## config.mk

```make
export PLATFORM = sky130hd
export DESIGN_NAME = ite_interval_timer
export DESIGN_NICKNAME = d
export VERILOG_FILES = /design/src/include/ite_pkg.sv /design/src/verilog/ite_interval_timer.sv
export SDC_FILE = /design/constraint.sdc
export NUM_CORES = 1
export LEC_CHECK = 0
export BUFFER_PORTS_ARGS = -buffer_cell sky130_fd_sc_hd__buf_4
export CORE_ASPECT_RATIO = 1.5
export CORE_MARGIN = 10
export CORE_UTILIZATION = 62
export CTS_BUF_LIST = sky130_fd_sc_hd__clkbuf_4 sky130_fd_sc_hd__clkbuf_8
export DETAILED_ROUTE_END_ITERATION = 16
export PLACE_DENSITY_LB_ADDON = 0.12
export SLEW_MARGIN = 10
export SYNTH_ARGS = -nofsm -noshare
export SYNTH_HDL_FRONTEND = slang
export SYNTH_SLANG_ARGS = --single-unit
```

## constraint.sdc

```tcl
create_clock -name clk -period 7.2 [get_ports clk]
set_input_delay 0.72 -clock clk [delete_from_list [all_inputs] [get_ports clk]]
set_output_delay 0.72 -clock clk [all_outputs]
set_load 0.02 [all_outputs]
```

## src/include/ite_pkg.sv

```systemverilog
// constants and types shared by the interval timer with edge select
`default_nettype none
package ite_pkg;

  // ****************************************
  // bus and register map (register indices, byte address = 4 * index)
  // ****************************************
  localparam int ITE_ADDR_W = 18;
  localparam logic [15:0] IDX_SAMPLE_CLOCK_SELECT = 16'hFF47;
  localparam logic [15:0] IDX_EXTERNAL_EDGE_MODE = 16'hFFEC;
  localparam logic [15:0] IDX_TIMER_MODE_CONTROL = 16'hFF60;
  localparam logic [15:0] IDX_TIMER_CLOCK_SELECT = 16'hFF61;
  localparam logic [15:0] IDX_COMPARE_ZERO = 16'hFF62;
  localparam logic [15:0] IDX_TIMER_COUNT = 16'hFF63;
  localparam logic [15:0] IDX_OSC_MODE = 16'hFF64;
  localparam logic [15:0] IDX_CPU_CLOCK_CONTROL = 16'hFF65;
  localparam logic [15:0] IDX_IRQ_STATUS = 16'hFF66;
  localparam logic [15:0] IDX_IRQ_MASK = 16'hFF67;

  // ****************************************
  // reset values
  // ****************************************
  localparam logic [7:0] RST_EDGE_MODE = 8'h00;
  localparam logic [1:0] RST_SAMPLE_SEL = 2'h0;
  localparam logic [2:0] RST_CLK_SEL = 3'h0;
  localparam logic [2:0] RST_MODE = 3'h0;
  localparam logic [15:0] RST_COMPARE = 16'h0000;
  localparam logic [15:0] RST_COUNT = 16'h0000;
  localparam logic RST_OSC_MODE = 1'h0;
  localparam logic [2:0] RST_CPU_N = 3'h0;
  localparam logic [3:0] RST_STATUS = 4'h0;
  localparam logic [3:0] RST_MASK = 4'h0;

  // ****************************************
  // field positions
  // ****************************************
  localparam int EDGE_FIRST_LSB = 2;
  localparam int EDGE_SECOND_LSB = 4;
  localparam int EDGE_THIRD_LSB = 6;
  localparam int SAMPLE_SEL_LSB = 0;
  localparam int CLK_SEL_LSB = 4;
  localparam int MODE_LSB = 1;
  localparam int CPU_N_LSB = 0;
  localparam int OSC_MODE_LSB = 0;
  localparam logic [7:0] EDGE_MODE_WMASK = 8'hFC;

  // ****************************************
  // encodings
  // ****************************************
  localparam logic [1:0] EDGE_FALL = 2'h0;
  localparam logic [1:0] EDGE_RISE = 2'h1;
  localparam logic [1:0] EDGE_BOTH = 2'h3;
  localparam logic [2:0] MODE_STOP = 3'h0;
  localparam logic [2:0] MODE_INTERVAL = 3'h6;
  localparam logic [1:0] SMP_CPU = 2'h0;

  // sampling dividers as powers of two, per oscillation mode
  localparam logic [3:0] SMP_EXP_M1_C1 = 4'h7;
  localparam logic [3:0] SMP_EXP_M1_C2 = 4'h5;
  localparam logic [3:0] SMP_EXP_M1_C3 = 4'h6;
  localparam logic [3:0] SMP_EXP_M0_C1 = 4'h8;
  localparam logic [3:0] SMP_EXP_M0_C2 = 4'h6;
  localparam logic [3:0] SMP_EXP_M0_C3 = 4'h7;
  localparam int PRESC_W = 9;

  // count clock sources of the timer clock field
  typedef enum logic [2:0] {
    CNT_PIN = 3'h0,
    CNT_DIV_A = 3'h1,
    CNT_DIV_B = 3'h2,
    CNT_DIV_C = 3'h3,
    CNT_DIV_D = 3'h4,
    CNT_BAD_5 = 3'h5,
    CNT_BAD_6 = 3'h6,
    CNT_WATCH = 3'h7
  } ite_cnt_src_e;

  // one-cycle events gathered into the sticky status
  typedef struct packed {
    logic cmpMatch;
    logic irqThird;
    logic irqSecond;
    logic irqFirst;
  } ite_events_s;

endpackage : ite_pkg
`default_nettype wire

```

## src/verilog/ite_interval_timer.sv

```systemverilog
// interval timer with external edge select, noise sampling and avalon-mm registers
//
// Function
// - edge mode register clears to zero on reset.
// - three 2-bit fields each pick the valid edge of one external input.
// - field 00 falling, 01 rising, 11 both; 10 must not be written.
// - sampling clock select register clears to zero on reset.
// - first input is sampled by the selected sampling clock to reject noise.
// - sampling code 00 cpu clock; others oscillator over 2^7/5/6 or 2^8/6/7.
// - cpu clock sampling stops while the processor halts.
// - cpu clock exponent comes from low three bits of cpu clock control.
// - in interval mode a compare match clears count, continues, raises interrupt.
// - interval period is compare value plus one count clock ticks.
// - count clock chosen by bits 4 to 6 of the timer clock select.
// - count code 000 counts valid edges of the timer input pin.
// - internal codes give 1,2,4,8 cycles, or prohibited,1,2,4 with mode bit set.
// - code 111 counts watch timer edges; 101 and 110 are prohibited.
// - a first input edge counts only after two equal successive samples.
//
// Our own choice: the Avalon-MM slave port.
`default_nettype none
module ite_interval_timer
  import ite_pkg::*;
(
  input wire logic clk,
  input wire logic srst,
  input wire logic [ITE_ADDR_W-1:0] avsAddress,
  input wire logic avsRead,
  input wire logic avsWrite,
  input wire logic [31:0] avsWritedata,
  input wire logic [3:0] avsByteenable,
  output logic [31:0] avsReaddata,
  output logic avsWaitrequest,
  input wire logic extIrqFirst,
  input wire logic extIrqSecond,
  input wire logic extIrqThird,
  input wire logic watchTimerOut,
  input wire logic cpuHalt,
  output logic compareMatchIrq,
  output logic irq
);

  // ****************************************
  // registers
  // ****************************************
  logic [7:0] edgeMode_q;
  logic [1:0] sampleSel_q;
  logic [2:0] clkSel_q;
  logic [2:0] mode_q;
  logic [15:0] compare_q;
  logic [15:0] count_q;
  logic oscMode_q;
  logic [2:0] cpuN_q;
  logic [3:0] status_q;
  logic [3:0] mask_q;
  logic [PRESC_W-1:0] presc_q;
  logic sample_q;
  logic filt_q;
  logic second_q;
  logic third_q;
  logic watch_q;
  logic pending_q;
  logic [31:0] readdata_q;
  logic match_q;

  // ****************************************
  // helpers
  // ****************************************
  // decode a 2-bit edge field against an old and a new level
  function automatic logic edgeHit(input logic [1:0] code, input logic oldLvl, input logic newLvl);
    logic hit;
    hit = 1'b0;
    unique case (code)
      EDGE_FALL: hit = oldLvl & ~newLvl;
      EDGE_RISE: hit = ~oldLvl & newLvl;
      EDGE_BOTH: hit = oldLvl ^ newLvl;
      default: hit = 1'b0; // code 10 is prohibited, no edge
    endcase
    return hit;
  endfunction : edgeHit

  // one-cycle tick every 2^exp oscillator cycles
  function automatic logic divTick(input logic [PRESC_W-1:0] presc, input logic [3:0] exp);
    logic [PRESC_W-1:0] m;
    m = PRESC_W'((10'h001 << exp) - 10'h001);
    return (presc & m) == m;
  endfunction : divTick

  // ****************************************
  // bus decode
  // ****************************************
  // one wait state: the request is answered in its second cycle
  wire logic busReq = avsRead | avsWrite;
  wire logic accept = busReq & pending_q;
  wire logic [15:0] idx = avsAddress[ITE_ADDR_W-1:2];
  wire logic wrAcc = accept & avsWrite;
  wire logic rdAcc = accept & avsRead;
  wire logic be0 = avsByteenable[0];
  wire logic be1 = avsByteenable[1];
  wire logic [7:0] wLo = avsWritedata[7:0];
  wire logic [7:0] wHi = avsWritedata[15:8];
  wire logic wrEdge = wrAcc & be0 & (idx == IDX_EXTERNAL_EDGE_MODE);
  wire logic wrSample = wrAcc & be0 & (idx == IDX_SAMPLE_CLOCK_SELECT);
  wire logic wrMode = wrAcc & be0 & (idx == IDX_TIMER_MODE_CONTROL);
  wire logic wrClk = wrAcc & be0 & (idx == IDX_TIMER_CLOCK_SELECT);
  wire logic wrCmp = wrAcc & (idx == IDX_COMPARE_ZERO);
  wire logic wrOsc = wrAcc & be0 & (idx == IDX_OSC_MODE);
  wire logic wrCpu = wrAcc & be0 & (idx == IDX_CPU_CLOCK_CONTROL);
  wire logic wrMask = wrAcc & be0 & (idx == IDX_IRQ_MASK);
  wire logic rdStatus = rdAcc & (idx == IDX_IRQ_STATUS);
  wire logic [15:0] cmpWr = {be1 ? wHi : compare_q[15:8], be0 ? wLo : compare_q[7:0]};

  // read multiplexer, unmapped addresses read as zero
  wire logic [31:0] rdMux =
    (idx == IDX_EXTERNAL_EDGE_MODE) ? {24'h000000, edgeMode_q} :
    (idx == IDX_SAMPLE_CLOCK_SELECT) ? {30'h00000000, sampleSel_q} :
    (idx == IDX_TIMER_MODE_CONTROL) ? {28'h0000000, mode_q, 1'b0} :
    (idx == IDX_TIMER_CLOCK_SELECT) ? {25'h0000000, clkSel_q, 4'h0} :
    (idx == IDX_COMPARE_ZERO) ? {16'h0000, compare_q} :
    (idx == IDX_TIMER_COUNT) ? {16'h0000, count_q} :
    (idx == IDX_OSC_MODE) ? {31'h00000000, oscMode_q} :
    (idx == IDX_CPU_CLOCK_CONTROL) ? {29'h00000000, cpuN_q} :
    (idx == IDX_IRQ_STATUS) ? {28'h0000000, status_q} :
    (idx == IDX_IRQ_MASK) ? {28'h0000000, mask_q} :
    32'h00000000;

  assign avsWaitrequest = busReq & ~pending_q;
  assign avsReaddata = readdata_q;

  // ****************************************
  // field views
  // ****************************************
  wire logic [1:0] edgeFirst = edgeMode_q[EDGE_FIRST_LSB +: 2];
  wire logic [1:0] edgeSecond = edgeMode_q[EDGE_SECOND_LSB +: 2];
  wire logic [1:0] edgeThird = edgeMode_q[EDGE_THIRD_LSB +: 2];
  wire ite_cnt_src_e cntSrc = ite_cnt_src_e'(clkSel_q);

  // ****************************************
  // sampling clock for the first input
  // ****************************************
  // cpu clock runs at the oscillator, or half of it in mode 0, over 2^N
  wire logic [3:0] cpuExp = {1'b0, cpuN_q} + {3'h0, ~oscMode_q};
  wire logic [3:0] smpExp =
    (sampleSel_q == 2'h1) ? (oscMode_q ? SMP_EXP_M1_C1 : SMP_EXP_M0_C1) :
    (sampleSel_q == 2'h2) ? (oscMode_q ? SMP_EXP_M1_C2 : SMP_EXP_M0_C2) :
    (sampleSel_q == 2'h3) ? (oscMode_q ? SMP_EXP_M1_C3 : SMP_EXP_M0_C3) :
    cpuExp;
  wire logic cpuStopped = (sampleSel_q == SMP_CPU) & cpuHalt;
  wire logic smpTick = divTick(presc_q, smpExp) & ~cpuStopped;

  // new level is taken only when two successive samples agree
  wire logic firstStable = smpTick & (extIrqFirst == sample_q);
  wire logic filtNext = firstStable ? extIrqFirst : filt_q;

  // ****************************************
  // edge events
  // ****************************************
  // the first input edge also feeds the timer; its field is written whether the timer runs or is stopped
  wire logic firstEdge = edgeHit(edgeFirst, filt_q, filtNext);
  wire logic secondEdge = edgeHit(edgeSecond, second_q, extIrqSecond);
  wire logic thirdEdge = edgeHit(edgeThird, third_q, extIrqThird);
  wire logic watchEdge = watchTimerOut & ~watch_q;

  // ****************************************
  // count clock selection
  // ****************************************
  wire logic tick1 = 1'b1;
  wire logic tick2 = divTick(presc_q, 4'h1);
  wire logic tick4 = divTick(presc_q, 4'h2);
  wire logic tick8 = divTick(presc_q, 4'h3);
  wire logic cntTick =
    (cntSrc == CNT_PIN) ? firstEdge :
    (cntSrc == CNT_DIV_A) ? (~oscMode_q & tick1) :
    (cntSrc == CNT_DIV_B) ? (oscMode_q ? tick1 : tick2) :
    (cntSrc == CNT_DIV_C) ? (oscMode_q ? tick2 : tick4) :
    (cntSrc == CNT_DIV_D) ? (oscMode_q ? tick4 : tick8) :
    (cntSrc == CNT_WATCH) ? watchEdge :
    1'b0;

  // ****************************************
  // counter next value
  // ****************************************
  wire logic running = (mode_q != MODE_STOP);
  wire logic interval = (mode_q == MODE_INTERVAL);
  wire logic cmpHit = running & cntTick & interval & (count_q == compare_q);
  wire logic [15:0] countNext =
    ~running ? RST_COUNT :
    cmpHit ? RST_COUNT :
    cntTick ? count_q + 16'h0001 :
    count_q;

  // ****************************************
  // interrupt status
  // ****************************************
  wire ite_events_s events = '{cmpMatch: cmpHit, irqThird: thirdEdge, irqSecond: secondEdge, irqFirst: firstEdge};
  wire logic [3:0] clrBits = rdStatus ? readdata_q[3:0] : 4'h0;
  // only reported bits clear, and a new event wins over the clear
  wire logic [3:0] statusNext = (status_q & ~clrBits) | events;

  assign irq = |(status_q & mask_q);
  assign compareMatchIrq = match_q;

  // ****************************************
  // configuration registers
  // ****************************************
  always_ff @(posedge clk)
  begin
    if (srst)
    begin
      edgeMode_q <= RST_EDGE_MODE;
      sampleSel_q <= RST_SAMPLE_SEL;
      clkSel_q <= RST_CLK_SEL;
      mode_q <= RST_MODE;
      oscMode_q <= RST_OSC_MODE;
      cpuN_q <= RST_CPU_N;
      mask_q <= RST_MASK;
    end
    else
    begin
      if (wrEdge)
        edgeMode_q <= wLo & EDGE_MODE_WMASK;
      if (wrSample)
        sampleSel_q <= wLo[SAMPLE_SEL_LSB +: 2];
      if (wrClk)
        clkSel_q <= wLo[CLK_SEL_LSB +: 3];
      if (wrMode)
        mode_q <= wLo[MODE_LSB +: 3];
      if (wrOsc)
        oscMode_q <= wLo[OSC_MODE_LSB];
      if (wrCpu)
        cpuN_q <= wLo[CPU_N_LSB +: 3];
      if (wrMask)
        mask_q <= wLo[3:0];
    end
  end

  // ****************************************
  // compare and count registers
  // ****************************************
  always_ff @(posedge clk)
  begin
    if (srst)
    begin
      compare_q <= RST_COMPARE;
      count_q <= RST_COUNT;
      match_q <= 1'b0;
    end
    else
    begin
      if (wrCmp)
        compare_q <= cmpWr;
      count_q <= countNext;
      match_q <= cmpHit;
    end
  end

  // ****************************************
  // sampling, edge history and prescaler
  // ****************************************
  always_ff @(posedge clk)
  begin
    if (srst)
    begin
      presc_q <= '0;
      sample_q <= 1'b0;
      filt_q <= 1'b0;
      second_q <= 1'b0;
      third_q <= 1'b0;
      watch_q <= 1'b0;
    end
    else
    begin
      presc_q <= presc_q + PRESC_W'(1);
      if (smpTick)
        sample_q <= extIrqFirst;
      filt_q <= filtNext;
      second_q <= extIrqSecond;
      third_q <= extIrqThird;
      watch_q <= watchTimerOut;
    end
  end

  // ****************************************
  // bus answer and status
  // ****************************************
  always_ff @(posedge clk)
  begin
    if (srst)
    begin
      pending_q <= 1'b0;
      readdata_q <= 32'h00000000;
      status_q <= RST_STATUS;
    end
    else
    begin
      pending_q <= busReq & ~pending_q;
      if (busReq & ~pending_q)
        readdata_q <= rdMux;
      status_q <= statusNext;
    end
  end

endmodule : ite_interval_timer
`default_nettype wire

```

* Word level (Yosys, flattened, before mapping)
Cells that the tools add are included.
** Cells by class
- Bitwise logic cells :: 47
- Shift-type cells :: 1
- Eq/ne operators :: 30
- Multiplexer cells :: 30
- $add $sub $neg :: 4
- Reduce and logical (&&, ||, !) cells :: 10
** Operator list (number)
- $eq 16x16->1 const B :: 10
- $mux 16 :: 6
- $mux 4 :: 9
- $and 1x1->1 :: 27
- $add 16x1->16 const B :: 1
- $eq 16x16->1 :: 1
- $eq 2x2->1 const B :: 6
- $eq 3x3->1 const B :: 4
- $mux 1 :: 11
- $not 1->1 :: 11
- $add 9x1->9 const B :: 1
- $and 9x9->9 :: 1
- $eq 9x9->1 :: 1
- $pmux 1 s3 :: 3
- $shl 1x4->9 const A :: 1
- $sub 9x1->9 const B :: 1
- $and 4x4->4 :: 2
- $eq 2x1->1 const B :: 4
- $logic_not 2->1 :: 4
- $eq 3x2->1 const B :: 2
- $add 3x1->4 :: 1
- $not 4->4 :: 1
- $or 4x4->4 :: 1
- $reduce_and 2->1 :: 2
- other kinds (9) :: 11
** Storage, ports and cells
- Logic and storage cells :: 142
- Input bits :: 63
- Output and inout port bits :: 35
- Register bits :: 106

* Logic depth before layout (Yosys ltp)
- Depth after elaboration :: 20
- Mapped depth :: 26
- Gate-level depth less buffers :: 23

* Worst setup path after synthesis
No wires, ideal clock.
- Path kind :: register to register
- Start point :: register oscMode_q
- End point :: register count_q[14]
- Setup slack :: 2473 ps
- Data arrival time :: 4661 ps
- Library setup time :: 66 ps
- Clock period less this slack :: 4727 ps
- Stages on the path, launching flop included :: 24
- Required time :: 7134 ps
- Cells stage by stage :: dfxtp_1 > buf_2 > inv_1 > ha_1 > ha_1 > nor4_4 > nand2b_4 > ha_1 > or4_1 > a21oi_1 > nor4_4 > nand2_1 > mux2_2 > nand2_1 > ha_1 > nor2b_1 > o21ai_0 > o21ai_0 > o21ai_0 > a21oi_1 > a31oi_2 > buf_6 > or4_4 > a21oi_2
** On the way
- Word-level cells in the longest chain between the ends :: 20
- Elaborated cells on any way between the ends :: 32
- Those cells by class :: 2 x add/sub; 1 x eq/ne; 1 x shift; 16 x mux; 11 x bitwise; 1 x reduce/logical
** Ends and longest elaborated chain
- start: declaration :: RTL line ite_interval_timer.sv:52 : logic oscMode_q;
- start signal: assignment :: RTL line ite_interval_timer.sv:229 : oscMode_q <= wLo[OSC_MODE_LSB];
- $not 1->1 :: RTL line ite_interval_timer.sv:142, ite_interval_timer.sv:173
- $add 3x1->4 :: RTL line ite_interval_timer.sv:142 : wire logic [3:0] cpuExp = {1'b0, cpuN_q} + {3'h0, ~oscMode_q};
- $mux 4 :: RTL line ite_interval_timer.sv:146 : (sampleSel_q == 2'h3) ? (oscMode_q ? SMP_EXP_M1_C3 : SMP_EXP_M0_C3) :
- $mux 4 :: RTL line ite_interval_timer.sv:145 : (sampleSel_q == 2'h2) ? (oscMode_q ? SMP_EXP_M1_C2 : SMP_EXP_M0_C2) :
- $mux 4 :: RTL line ite_interval_timer.sv:144 : (sampleSel_q == 2'h1) ? (oscMode_q ? SMP_EXP_M1_C1 : SMP_EXP_M0_C1) :
- $shl 1x4->9 :: RTL line ite_interval_timer.sv:85 : m = PRESC_W'((10'h001 << exp) - 10'h001);
- $sub 9x1->9 :: RTL line ite_interval_timer.sv:85
- $and 9x9->9 :: RTL line ite_interval_timer.sv:86 : return (presc & m) == m;
- (+2 left out)
- $and 1x1->1 :: RTL line ite_interval_timer.sv:152 : wire logic firstStable = smpTick & (extIrqFirst == sample_q);
- $mux 1 :: RTL line ite_interval_timer.sv:153 : wire logic filtNext = firstStable ? extIrqFirst : filt_q;
- $not 1->1 :: RTL line ite_interval_timer.sv:74 : EDGE_FALL: hit = oldLvl & ~newLvl;
- $and 1x1->1 :: RTL line ite_interval_timer.sv:74
- $pmux 1 s3 :: RTL line ite_interval_timer.sv:73 : unique case (code)
- $mux 1 * :: RTL line ite_interval_timer.sv:172 : (cntSrc == CNT_PIN) ? firstEdge :
- $and 1x1->1 (3 in a row) :: RTL line ite_interval_timer.sv:185 : wire logic cmpHit = running & cntTick & interval & (count_q == compare_q);
- $reduce_or 3->1 (no source line)
- end signal: assignment :: RTL line ite_interval_timer.sv:252 : count_q <= countNext;
- end: declaration :: RTL line ite_interval_timer.sv:51 : logic [15:0] count_q;
Every way passes the cells marked *; elsewhere a longest branch is shown, timed or not.
A chain may end at the register's enable or synchronous reset.

* Worst setup path after layout
- Start point :: register oscMode_q
- End point :: register count_q[1]
Same word-level chain as after synthesis.

==> results summary <==
Setup violations remaining at the end of the flow were counted as 0. The number of buffers on the longest clock path is 2. Of the cells placed in the final design, the portion with a size suffix greater than 1 is 18.31%. The launch point of the worst reg-to-reg path is oscMode_q. After detailed routing, the total wire length is ~13000 µm.

The first detailed-routing pass ran for 5 iterations. The worst hold path terminates at avsReaddata[7]. The arrival time of the worst setup path is 5990 ps.

The worst hold path begins at avsReaddata[7]. The clock transition at the register clock pins on the worst setup and hold paths after CTS is around 90 ps. The global-route wire length before repair came out at ~22000 µm. The highest clock frequency the design can meet came out at 0.1745 GHz. The worst hold path cell count came out at 2. Summed over all layers, the global routing overflow is 0. The flip-flop and latch count after synthesis is 90. The cell row count came out at 39. The startpoint type of the worst setup path is a flip-flop. The depth of the worst register-to-register path came out at 24. The full die area came out at ~12000 µm². The synthesized instance count came out at 567.

The average footprint of a synthesized cell is 8.582 µm². The measured slew at the worst slew-check pin came out at 1016 ps. The relative slew slack came out at 32.07%. The initial antenna violation count came out at 0. The number of gates given a new drive strength after cts came out at 0. Leaving out fill and tap cells, the most frequent cell in the layout is dfxtp_1. The clock period minus final worst setup slack came out at 5729 ps. In this run the horizontal extent of the chip is 92.34 µm. The max capacitance violation total is 0.

The top cell types in the final layout, fill and taps aside, are dfxtp_1 (90), nor2_1 (78), buf_4 (65). The count of routing violations after the opening detailed-route iteration is 396. Setup repair after global routing left no endpoint under its margin. In this run, synthesis inferred 0 flip-flops with an integrated enable.

The sequential cell area fraction in the yosys report is 37.03%. The y dimension of the die is 128.5 µm. The start-to-end type of the worst setup path is flip-flop to flip-flop. The insertion delay to the later sink of the worst-skew pair is ~370 ps. The worst-path maximum fanout is 24.

The number of hold buffers added after CTS was 0. The clock root buffer master is clkbuf_8. The cell occurring most often along the worst timing path is ha_1. The buffers inserted during post-CTS setup optimization is 0. The number of vias in the routed layout is 4338. For this run, the number of Yosys warnings is 0. For this configuration, the core starts out at a cell density of roughly 64%. The worst-case clock skew is 11.76 ps. Counting tap cells, the placed design contains a total of 703 instances. Summed over all failing endpoints, the final setup total negative slack is 0 ps. Summed over all cells, the static leakage comes to 2.317 nW. The total clock sinks came out at 90. The total number of H-tree levels came out at 3. The repair_antennas step left the layout with diodes totalling 0. The flop-to-flop setup slack is 1470 ps.

The category of the worst setup path capture point is a flip-flop. The required time at the endpoint of the critical path is ~7500 ps. Routability-driven placement finished with a final weighted congestion of around 0.88. The sum of net half-perimeters after detailed placement is 9790 µm.

The count of nets left with antenna violations after detail routing is 0. The number of buffer and inverter stages on the critical path is 2. The kind of cell with the highest combined delay along the critical path is compound AO/OA/AOI/OAI gates. The slowest library cell on the worst path is a31oi_2. Compared with the post-synthesis result, the final layout area differs by 12.86%. Traced cell by cell, the critical path runs through inv_1 -> ha_1 -> ha_1 -> nor2_1 -> a21oi_2 -> nor3_1 -> nand3b_1 -> ha_1 -> nor2_1 -> a221o_1 -> nor4_4 -> nand2_1 -> mux2_2 -> nand2_1 -> ha_1 -> nor2b_1 -> o21ai_0 -> o21ai_0 -> o21ai_0 -> a21oi_1 -> a31oi_2 -> buf_4 -> mux2i_1 -> nor2_1. For this run, the leading register cell type out of synthesis is dfxtp_1. The mean routed wirelength per cell is 18.02 µm. The final number of hold-violating endpoints is 0. The count of input and output buffers came out at 61.

In this run the worst hold path is classified as flip-flop to flip-flop. The mean number of vias per cell is 6.033. The total core area came out at 7612 µm². The post-synthesis cell type count came out at about 60.

The number of standard cells in the final layout excluding fillers came out at 719. The total clock buffers created by CTS is 9. The total DRC errors in the routed layout came out at 0.

The share of synthesized flip-flops with an asynchronous set or reset came out at 0%. The max-slew violation count is 0. The number of nets in the finished design is approximately 700. The top-level port count came out at 98. The endpoint identified for the worst register-to-register timing path is count_q[1]. The delay of the slowest critical-path stage came out at 790 ps.

The total power density per cell area came out at 170.8 nW/µm². The flow ran to the end, and the final reports show no timing, DRC or antenna violations. The global-route total usage across every layer came out at between 20% and 30%. The number of global-route vias before repair is 4482. Entering global routing, the biggest net connects 76 pins. The CTS tree is done.

The final critical-path share of the clock period came out at 79.58%. The total standard cell area after synthesis is 4866 µm². The worst supply voltage drop on vdd came out at 0.0001609 V.
[synth_stat cells (3+ instances only)]
cell type	count	area (µm²)
mux2_2	17	191.4
nand4_1	10	62.56
a21oi_1	30	150.1
clkbuf_1	18	67.56
nor2b_1	9	56.30
buf_1	4	15.01
o21ai_0	23	115.1
a21oi_2	3	26.28
xnor2_1	15	131.4
nand2_1	39	146.4
ha_1	11	137.6
a221oi_1	5	43.79
buf_2	6	30.03
nor4_1	3	18.77
and3_1	11	68.82
or4_1	4	30.03
dfxtp_1	90	1802
mux2i_1	40	400.4
o31ai_1	5	37.54
nor3_1	6	30.03
nand3_1	27	135.1
inv_1	15	56.30
a22oi_1	13	97.59
xor2_1	8	70.07
buf_4	17	127.6
a22o_1	6	52.55
nor2_1	78	292.8
or3_1	11	68.82
[worst reg2reg max path: cells and delay by family, from the launching register on]
family,cells,cell delay [ps]
DFF,1,550
muxes,2,450
buffers and inverters,2,420
and+or+nand+nor,9,1290
adders and majority gates,4,1070
AOI/OAI and AO/OA,7,1870
[cell type report]
cell class                      instances  area [µm²]
Sequential cell                        90        1802
Fill cell                             658        2121
Clock inverter                          6       73.82
Inverter                               16       60.06
Clock buffer                           10       131.4
Timing Repair Buffer                   65       488.0
Tap cell                              102       127.6
Multi-Input combinational cell        430        2809
[power by group]
part / switching, mW / internal (mW) / total, mW
clock: 0.186 / 0.168 / 0.354
sequential: 0.00527 / 0.503 / 0.509
combinational: 0.0457 / 0.0298 / 0.0755
[state kept, by name, summed over array words and instances, names as in the netlist, 2 cells and up]
signal	count
edgeMode_q	6
clkSel_q	3
avsReaddata	16
mask_q	4
mode_q	3
cpuN_q	3
presc_q	9
status_q	4
compare_q	16
sampleSel_q	2
count_q	16
[cell families after synthesis]
kind of cell	Yosys count	share of synthesized area, %
other	1	0.07707
DFF	90	37.03
xor gates and xnor gates	23	4.140
AOI/OAI and AO/OA	105	14.32
buffers and inverters	62	6.402
muxes	58	12.63
adders and majority gates	11	2.828
and+or+nand+nor	217	22.58
[worst max path at each step]
stage,start,to,slack (ps),depth (start not counted)
3_3_place_gp,oscMode_q,count_q[1],1690,22
3_5_place_dp,oscMode_q,count_q[1],1480,24
2_1_floorplan,oscMode_q,count_q[14],2470,23
5_1_grt,oscMode_q,count_q[13],980,24
4_1_cts,oscMode_q,count_q[1],1470,24
6_report,oscMode_q,count_q[1],1470,24
[routing by layer]
layer,vias to the layer above,share of wire (%),global-route usage (%)
met3,36,4.1,3.667
met5,-,0,0
met1,2091,36,22.01
li1,2086,-,-
met4,0,3.3,10.75
met2,125,57,42.50
[through the flow]
stage / utilization (%) / worst slack, ps / hold WS, ps / total power, mW / instance area [µm²]
floorplan: - / 2473 / 445.0 / 0.5664 / 4922
global placement: 69.44 / 1692 / 469.5 / 0.5927 / 5286
detailed placement: 69.44 / 1484 / 480.1 / 0.5946 / 5286
CTS: 72.14 / 1465 / 493.3 / 0.9408 / 5492
global route: 72.14 / 979.7 / 514.3 / 0.9654 / 5492
finish: 72.14 / 1471 / 491.8 / 0.9381 / 5492
(Power assumes the default switching activity.)
